$ cat src/dps_pkg.sv
// Package for the dual-port static RAM port cycle controller.
// Assumes a single 100 MHz system clock; pin timing in ns is rounded up to whole cycles.
`default_nettype none
package dps_pkg;
  localparam int          DPS_ADDR_W      = 11;
  localparam int          DPS_DATA_W      = 8;
  localparam int          CLK_PERIOD_NS   = 10;
  // Pin timing figures in ns (slowest grade shown by default)
  localparam int          ADDR_SETUP_NS   = 0;
  localparam int          WRITE_PULSE_NS  = 65;
  localparam int          data_setup_to_write_end_NS = 40;
  localparam int          OUT_OFF_NS      = 50;
  localparam int          write_recovery_time_NS = 0;
  localparam int          READ_ACCESS_NS  = 120;
  localparam int          arbitration_flag_address_delay_NS = 60;
  // Least times round up; write recovery never below one cycle
  localparam int          WP_CYC = (WRITE_PULSE_NS + CLK_PERIOD_NS - 1)
                                   / CLK_PERIOD_NS;
  localparam int          OEWP_NS = OUT_OFF_NS
                                    + data_setup_to_write_end_NS;
  localparam int          OEWP_CYC = (OEWP_NS + CLK_PERIOD_NS - 1)
                                     / CLK_PERIOD_NS;
  localparam int          RD_CYC = (READ_ACCESS_NS + CLK_PERIOD_NS - 1)
                                   / CLK_PERIOD_NS;
  localparam int          WR_CYC_RAW = (write_recovery_time_NS
                                        + CLK_PERIOD_NS - 1) / CLK_PERIOD_NS;
  localparam int          WR_CYC = (WR_CYC_RAW < 1) ? 1 : WR_CYC_RAW;
  localparam int          BAA_CYC = (arbitration_flag_address_delay_NS
                                     + CLK_PERIOD_NS - 1) / CLK_PERIOD_NS;
  localparam int          AS_CYC = 1;
  localparam logic [7:0]  CNT_ZERO = 8'h00;
  localparam logic [1:0]  PINS_IDLE = 2'h3;

  typedef enum logic [2:0] {
    DPS_IDLE, DPS_RSETUP, DPS_RACC, DPS_WSETUP, DPS_WPULSE, DPS_WREC
  } dps_state_e;

  // Request from the user side
  typedef struct packed {
    logic                    write;
    logic [DPS_ADDR_W-1:0]   addr;
    logic [DPS_DATA_W-1:0]   wdata;
  } dps_req_s;
endpackage
`default_nettype wire

$ cat src/dps_port_ctrl.sv
// Host-side controller for one port of a dual-port static RAM.
// Assumes synchronous user requests; pins are driven from flip-flops.
`timescale 1ns/10ps
`default_nettype none
// Operation
// - Same controller serves left or right port; instantiate once per port.
// - Read/write line stays high for the whole read cycle.
// - Address is valid before or with chip select falling.
// - Read/write stays high whenever address lines change.
// - Master holds off its data while device outputs still drive.
// - With output enable low, write pulse covers turn-off plus data setup.
// - Master/slave width expansion stretches write cycle by flag delay.
module dps_port_ctrl
  import dps_pkg::*;
(
  input  wire logic                  sys_clk,    // 100 MHz clock
  input  wire logic                  reset,      // Async, active high
  input  wire logic                  clk_en,     // Freezes state when low
  input  wire logic                  req_valid,  // Start a cycle
  input  wire dps_req_s              req,        // Cycle request
  input  wire logic                  oe_during_wr, // Keep OE low in writes
  input  wire logic                  width_exp,  // Master/slave pair in use
  output logic                       req_ready,  // Idle, may accept
  output logic                       rd_valid,   // Read data pulse
  output logic [DPS_DATA_W-1:0]      rd_data,    // Captured read data
  output logic                       sel_n,      // Chip select, active low
  output logic                       rw,         // High read, low write
  output logic                       oe_n,       // Output enable, active low
  output logic [DPS_ADDR_W-1:0]      addr,       // Address pins
  input  wire logic [DPS_DATA_W-1:0] data_in,    // Data pins in
  output logic [DPS_DATA_W-1:0]      data_out,   // Data pins out
  output logic                       data_oe     // High while we drive data
);
  dps_state_e state;
  logic [7:0] cnt;
  logic       cur_oe;

  // Pulse length for the write: longer when OE stays low or expanded
  function automatic logic [7:0] wpulse(input logic oe_lo,
                                        input logic exp);
    int n;
    n = WP_CYC;
    if (oe_lo && OEWP_CYC > n)
      n = OEWP_CYC;
    if (exp)
      n = n + BAA_CYC;
    return n[7:0];
  endfunction

  // Main sequencer; select falls only after address settles
  always_ff @(posedge sys_clk or posedge reset) begin
    if (reset) begin
      state     <= DPS_IDLE;
      cnt       <= CNT_ZERO;
      cur_oe    <= 1'b0;
      req_ready <= 1'b0;
      sel_n     <= 1'b1;
      rw        <= 1'b1;
      oe_n      <= 1'b1;
      addr      <= '0;
      data_out  <= '0;
      data_oe   <= 1'b0;
      rd_valid  <= 1'b0;
      rd_data   <= '0;
    end else if (clk_en) begin
      rd_valid <= 1'b0;
      unique case (state)
        DPS_IDLE: begin
          req_ready <= 1'b1;
          if (req_valid && req_ready) begin
            req_ready <= 1'b0;
            addr      <= req.addr;    // Address moves with rw high
            data_out  <= req.wdata;
            cur_oe    <= oe_during_wr;
            cnt       <= 8'(AS_CYC);
            state     <= req.write ? DPS_WSETUP : DPS_RSETUP;
          end
        end
        DPS_RSETUP: begin
          cnt <= cnt - 8'h01;
          if (cnt == 8'h01) begin
            sel_n <= 1'b0;              // Address already stable
            oe_n  <= 1'b0;
            cnt   <= 8'(RD_CYC);
            state <= DPS_RACC;
          end
        end
        DPS_RACC: begin
          cnt <= cnt - 8'h01;           // rw held high throughout
          if (cnt == 8'h01) begin
            rd_data  <= data_in;        // Device drives while selected
            rd_valid <= 1'b1;
            sel_n    <= 1'b1;
            oe_n     <= 1'b1;
            cnt      <= 8'(WR_CYC);
            state    <= DPS_WREC;
          end
        end
        DPS_WSETUP: begin
          cnt <= cnt - 8'h01;
          if (cnt == 8'h01) begin
            // rw and select fall together so outputs stay off
            rw    <= 1'b0;
            sel_n <= 1'b0;
            oe_n  <= ~cur_oe;
            cnt   <= wpulse(cur_oe, width_exp);
            state <= DPS_WPULSE;
          end
        end
        DPS_WPULSE: begin
          cnt <= cnt - 8'h01;
          // Drive data only once device outputs are off
          data_oe <= 1'b1;
          if (cnt == 8'h01) begin
            rw    <= 1'b1;              // First rising edge ends write
            sel_n <= 1'b1;
            oe_n  <= 1'b1;
            cnt   <= 8'(WR_CYC);
            state <= DPS_WREC;
          end
        end
        DPS_WREC: begin
          data_oe <= 1'b0;              // Data held one cycle past end
          cnt <= cnt - 8'h01;
          if (cnt == 8'h01)
            state <= DPS_IDLE;
        end
        default: state <= DPS_IDLE;
      endcase
    end
  end

  // one instance per port, no shared state
  AST_RW_STABLE_ADDR: assert property (@(posedge sys_clk) disable iff (reset)
    addr != $past(addr) |-> rw && $past(rw))
    else $error("address moved while write low");
  AST_READ_RW_HIGH: assert property (@(posedge sys_clk) disable iff (reset)
    state == DPS_RACC |-> rw)
    else $error("rw low during read");
  AST_SETUP_BEFORE_SEL: assert property (@(posedge sys_clk)
    disable iff (reset)
    $fell(sel_n) |-> $stable(addr))
    else $error("address changed with select");
  AST_WR_TOGETHER: assert property (@(posedge sys_clk) disable iff (reset)
    $fell(rw) |-> $fell(sel_n))
    else $error("rw fell without select");
  AST_NO_DRIVE_READ: assert property (@(posedge sys_clk) disable iff (reset)
    data_oe |-> rw == 1'b0 || state == DPS_WREC)
    else $error("data driven outside write");
  AST_WR_END_BOTH: assert property (@(posedge sys_clk) disable iff (reset)
    $rose(rw) |-> $rose(sel_n))
    else $error("write ended on one line only");
  AST_PULSE_MIN: assert property (@(posedge sys_clk) disable iff (reset)
    $fell(rw) |-> !rw [*7])
    else $error("write pulse too short");
  AST_READ_DONE: assert property (@(posedge sys_clk) disable iff (reset)
    $fell(sel_n) && rw |-> ##[1:20] rd_valid)
    else $error("read never finished");

  // OE held low in a write: pulse must outlast turn-off plus data setup.
  // Nine cycles is the stretched length at the slowest grade.
  AST_OE_PULSE: assert property (@(posedge sys_clk) disable iff (reset)
    $fell(rw) && !oe_n |-> !rw [*8] ##1 !rw)
    else $error("write pulse too short with output enable low");

  // OE left high in a plain write, so the short pulse is legal
  AST_OE_OFF_NO_OE: assert property (@(posedge sys_clk)
    disable iff (reset)
    !rw && !cur_oe |-> oe_n)
    else $error("output enable low in a short write");

  // Paired devices: pulse grows by the flag delay, thirteen cycles here with OE left high, fifteen with OE held low
  AST_EXP_PULSE: assert property (@(posedge sys_clk) disable iff (reset)
    $fell(rw) && width_exp |-> !rw [*8] ##1 !rw [*5])
    else $error("write cycle not stretched for width expansion");

  // Data pins stay released in the cycle the write opens, because the
  // device may still be turning its own drivers off
  AST_DATA_AFTER_OFF: assert property (@(posedge sys_clk)
    disable iff (reset)
    $fell(rw) |-> !data_oe)
    else $error("data driven as the write opened");

  // Ready only in idle, with the pins parked so the address may move
  AST_READY_IDLE: assert property (@(posedge sys_clk) disable iff (reset)
    req_ready |-> state == DPS_IDLE && sel_n && rw)
    else $error("ready outside idle");

  // Clock enable low must freeze the pins and the sequencer
  AST_FREEZE: assert property (@(posedge sys_clk) disable iff (reset)
    !clk_en |=> $stable(sel_n) && $stable(rw) && $stable(addr)
                && $stable(state))
    else $error("state moved while clock enable low");

  // Coverage of the main transfer kinds
  COV_READ: cover property (@(posedge sys_clk) rd_valid);
  COV_WRITE: cover property (@(posedge sys_clk) $rose(rw));
  COV_WRITE_OE: cover property (@(posedge sys_clk)
    !rw && !oe_n);
  COV_WRITE_EXP: cover property (@(posedge sys_clk)
    $fell(rw) && width_exp);
endmodule
`default_nettype wire

$ cat config.mk
export PLATFORM = sky130hd
export DESIGN_NAME = dps_port_ctrl
export DESIGN_NICKNAME = d
export VERILOG_FILES = /design/src/dps_pkg.sv /design/src/dps_port_ctrl.sv
export SDC_FILE = /design/constraint.sdc
export NUM_CORES = 1
export LEC_CHECK = 0
export BUFFER_PORTS_ARGS = -buffer_cell sky130_fd_sc_hd__buf_2
export CAP_MARGIN = 25
export CELL_PAD_IN_SITES_DETAIL_PLACEMENT = 0
export CELL_PAD_IN_SITES_GLOBAL_PLACEMENT = 1
export CORE_MARGIN = 2
export CORE_UTILIZATION = 44
export CTS_BUF_LIST = sky130_fd_sc_hd__clkbuf_4
export CTS_CLUSTER_SIZE = 28
export DETAILED_ROUTE_END_ITERATION = 7
export HOLD_SLACK_MARGIN = 0.08
export PLACE_DENSITY_LB_ADDON = 0.12
export SLEW_MARGIN = 20
export SYNTH_ARGS = -nofsm -noshare
export SYNTH_HDL_FRONTEND = slang
export SYNTH_SLANG_ARGS = --single-unit
$ cat constraint.sdc
create_clock -name sys_clk -period 2.73 [get_ports sys_clk]
set_input_delay 0.273 -clock sys_clk [delete_from_list [all_inputs] [get_ports sys_clk]]
set_output_delay 0.273 -clock sys_clk [all_outputs]
set_load 0.02 [all_outputs]
-- After elaboration in Yosys (flattened, before gate mapping)
Index checks and enable logic that the tools add are counted.
- flip-flop bits (word level): 45
- output and inout port bits: 33
- logic and storage cells: 73
- add/subtract/negate cells: 2
- equal/unequal tests: 13
- mux-type cells: 27
- bitwise logic cells: 1
- reductions and logical operators: 18
- operators with widths (kind ; count):
    $mux W8 ; 8
    $pmux W8 S5 ; 1
    $mux W3 ; 5
    $pmux W3 S5 ; 1
    $ne A2 B2 Y1 const B ; 5
    $reduce_and A3 Y1 ; 3
    $add A8 B4 Y8 const B ; 1
    $eq A8 B1 Y1 const B ; 1
    $reduce_and A4 Y1 ; 2
    $sub A8 B1 Y8 const B ; 1
    $eq A3 B2 Y1 const B ; 2
    $eq A3 B3 Y1 const B ; 2
    $mux W1 ; 6
    $pmux W1 S2 ; 3
    $reduce_and A6 Y1 ; 1
    $reduce_bool A2 Y1 ; 3
    $reduce_and A5 Y1 ; 1
    $reduce_bool A5 Y1 ; 1
    $mux W4 ; 1
    $ne A2 B1 Y1 const B ; 2
    $reduce_and A2 Y1 ; 2
    $reduce_or A2 Y1 ; 2
    $eq A3 B1 Y1 const B ; 1
    $logic_not A3 Y1 ; 1
    other kinds (5) ; 5

-- Longest topological paths before layout
- depth in word-level cells: 8
- depth in mapped cells: 7

-- Worst setup path before layout
OpenSTA, ideal clock, no wires.
- path type: reg2reg
- start point: register cnt[0]
- end point: register cnt[3]
- setup time: 87 ps
- arrival time: 1554 ps
- path slack: 1089 ps
- cell stages (with the launch flop): 7
- buffers on the path: 1
- period minus slack after synthesis: 1641 ps
- cell sequence: dfrtp_1 ha_1 nor4b_2 buf_2 a2111oi_0 o21ai_0 a22oi_1
- longest elaborated chain between the ends: 3
- ends and longest elaborated chain (item ; line ; RTL):
    start: declaration ; dps_port_ctrl.sv:35 ; logic [7:0] cnt;
    start signal: assignment ; dps_port_ctrl.sv:75 ; cnt <= 8'(AS_CYC);
    start signal: assignment ; dps_port_ctrl.sv:80 ; cnt <= cnt - 8'h01;
    start signal: assignment ; dps_port_ctrl.sv:84 ; cnt <= 8'(RD_CYC);
    $sub A8 B1 Y8 / $eq A8 B1 Y1 (equally long branches) ; -- ;
    $mux W8, on equally long branches ; -- ;
    $pmux W8 S5 * ; dps_port_ctrl.sv:67 ; unique case (state)
Mark *: on every way between the ends. The rest lies on a longest branch, timed or not.
A chain may end at the register's enable or synchronous reset.

-- Final worst setup path
- start point: register cnt[1]
- end point: register rd_data[0]
- longest elaborated chain between the ends: 2
- ends and longest elaborated chain (item ; line ; RTL):
    $eq A8 B1 Y1 ; dps_port_ctrl.sv:90 ; if (cnt == 8'h01) begin
    $reduce_and A3 Y1 (no line) ; -- ;
    end signal: assignment ; dps_port_ctrl.sv:91 ; rd_data <= data_in;
    end: declaration ; dps_port_ctrl.sv:25 ; output logic [DPS_DATA_W-1:0] rd_data,
No other way between the ends.

==> results_dict.tcl <==
set metrics [dict create \
    status "finished clean" \
    placed_area_um2 2638 \
    clock_power_share_pct 11.3 \
    crit_path_start_kind "flop" \
    finalHoldViolCount 0 \
    post-place-ws_ns 0.4773 \
    drt-pass1-iter-count 4 \
    die_y_um 75.37 \
    power_frac_seq_pct 41.3 \
    ys_ff_latch 45 \
    hold_depth 2 \
    p_sw_mw 1.253 \
    overflow 0 \
    critPathCaptureType "flop" \
    crit_chain "inv_1 -> ha_1 -> nor4b_2 -> and2_2 -> nand4_4 -> mux2_2" \
    ys_warn_count 0 \
    fin_worst_skew_ns 0.01364 \
    utilization_pct 56.10 \
    nets 304 \
    dieArea_um2 5680 \
    grt_use_total_pct 20.07 \
    numPortBuffers 66 \
    internal_power_mw 1.578 \
    pwr-share-comb_pct 47.4 \
    setup_ws_ns 0.4622 \
    routed_wl_mm 5.073 \
    h-tree-depth 2 \
    slowest_stage "nor4b_2" \
    critical_path_class "flop to flop" \
    setup_tns_ns 0 \
    dp_cells 325 \
    vias 1816 \
    synth_nets 236 \
    ctsRootBufferMaster "clkbuf_4" \
    drc 0 \
    synth-seq-area-share_pct 50.42 \
    slew_viol_final 0 \
    design_power_total_mw 2.831 \
    start_util_pct 46.52 \
    drt_iter0_drc 165 \
    antenna_found_initial 0 \
    crit_path_max_fanout 13 \
    hp-class "input pin to flop" \
    crit_arrival_ns 2.52 \
    max-clock-path-buffers 2 \
    grt_pass1_vias 1843 \
    worstMarginPinSlew_ns 0.5720 \
    cts_inserted_buffers 5 \
    gp_congestion 0.8111 \
    diodes 0 \
    rows 25 \
    wl_per_cell_um 15.19 \
    p_per_area_nw_per_um2 1048 \
    mostFrequentLayoutCell "buf_2" \
    grt_pass1_wl_mm 8.645 \
    dpl.hpwl_mm 3.635 \
    p_leak_nw 1.366 \
    detail_route.vias_per_cell 5.437 \
    synthDistinctLibCells 45 \
    io-pin-count 67 \
    clk_pin_slew_worst_paths_ns 0.14 \
    ys_async_sr_fraction_pct 100.0 \
    r2r_cells 6 \
    finalSetupViolations 0 \
    grt_max_degree 46 \
    area_delta_synth_final_pct 20.60 \
    maxSlewHeadroom_pct 61.77 \
    synth.avg_cell_area_um2 11.32 \
    stdcell_area_um2 2703 \
    holdWs_ns 0.1282 \
    ir_drop_uv 509.2 \
    synthCells 198 \
    drive_gt1_share_pct 44.19 \
    fp.dieW_um 75.37 \
    sw_frac_of_total_pct 44.25 \
    synthFlopType "dfrtp_1" \
    insertion_delay_ns 0.36 \
    period_share_pct 83.07 \
    ant_nets 0 \
    finalCriticalPeriod_ns 2.268 \
    cts_sinks 45 \
    post_cts_buffers 0 \
    maxCapViolCount 0 \
    crit_required_ns 2.99 \
    fmax_mhz 441.0 \
    final-instance-count-excl-fill 334 \
    core_area_um2 4817 \
    cts_tree "done" \
    synth_edf_count 0 \
    rsz0062_at_grt "no" \
    slowest_delay_ns 0.49 \
    synth.cell_area_um2 2241 \
    final_cell_mix "buf_2, dfrtp_1, mux2_2, nand2_1, inv_1" \
]
[critical path: cells and delay by family, from the launching register on]
kind	cells	cell delay, ns
adder cells (fa/ha/maj)	1	0.17
buffers and inverters	1	0.10
flip-flops	1	0.42
multiplexers	1	0.33
AND/OR/NAND/NOR	3	1.14
[Yosys cell counts, drive strengths merged, types with 2 or more instances]
library cell	number	area (um^2)
a21oi	5	25.02
a31oi	9	56.30
a41oi	5	43.79
buf	8	42.54
clkbuf	3	12.51
dfrtp	42	1051
dfstp	3	78.83
ha	4	50.05
inv	12	45.04
mux2	28	315.3
nand2	12	45.04
nand2b	2	12.51
nand3	5	25.02
nand3b	2	15.01
nand4	6	52.55
nor2	9	33.78
nor3	3	26.28
o211ai	3	22.52
o21ai	10	50.05
o221ai	3	26.28
o22ai	4	25.02
[area by class of cell]
| type | instances | area (um^2) |
|---|---|---|
| repair buffers | 72 | 377.9 |
| clock inverters | 3 | 17.52 |
| flip-flops and latches | 45 | 1130 |
| well taps | 67 | 83.83 |
| fillers | 449 | 2115 |
| inverters | 13 | 48.80 |
| multi-input cells | 129 | 1007 |
| clock buffers | 5 | 37.54 |
[final timing paths]
check                        start    endpoint  slack [ns]
max                         cnt[1]  rd_data[0]        0.46
min in group asynchronous    reset    rd_valid        0.58
min reg2reg                data_oe     data_oe        0.50
max in group asynchronous    reset       sel_n        1.76
max reg2reg                 cnt[1]  rd_data[0]        0.46
min                        req[15]     addr[7]        0.13
[power groups by stage]
stage | Clock, mW | Combinational (mW) | Sequential (mW)
after floorplan | 0 | 0.792 | 1.32
after global placement | 0 | 1.34 | 1.17
after detailed placement | 0 | 1.35 | 1.18
after CTS | 0.332 | 1.35 | 1.17
after global routing | 0.367 | 1.49 | 1.22
final | 0.320 | 1.34 | 1.17
[cell families after synthesis]
group,share of synthesized area (%)
AOI/OAI and AO/OA,16.58
xor gates and xnor gates,0.3909
buffers and inverters,4.634
and+or+nand+nor,11.67
DFF,50.42
muxes,14.07
adders and majority gates,2.233
[registers in the layout, indices dropped and copies added, names as in the netlist]
name	count
oe_n	1
data_out	8
addr	11
sel_n	1
cnt	8
rd_valid	1
req_ready	1
rw	1
state	3
cur_oe	1
data_oe	1
rd_data	8
[per-layer routing]
metal  global-route usage, %  wire (um)  vias up
li1                        -          -      871
met1                   26.92       2272      880
met2                   30.92       2364       59
met3                   6.349        381        6
met4                   7.018         53        0
met5                       0          0        -
[timing repair]
action,4_1_cts,5_1_grt
endpoints found under the hold margin,42,0
gates resized for setup,0,0
hold buffers,1,0
Note: power is estimated with default switching activity, not from simulation.
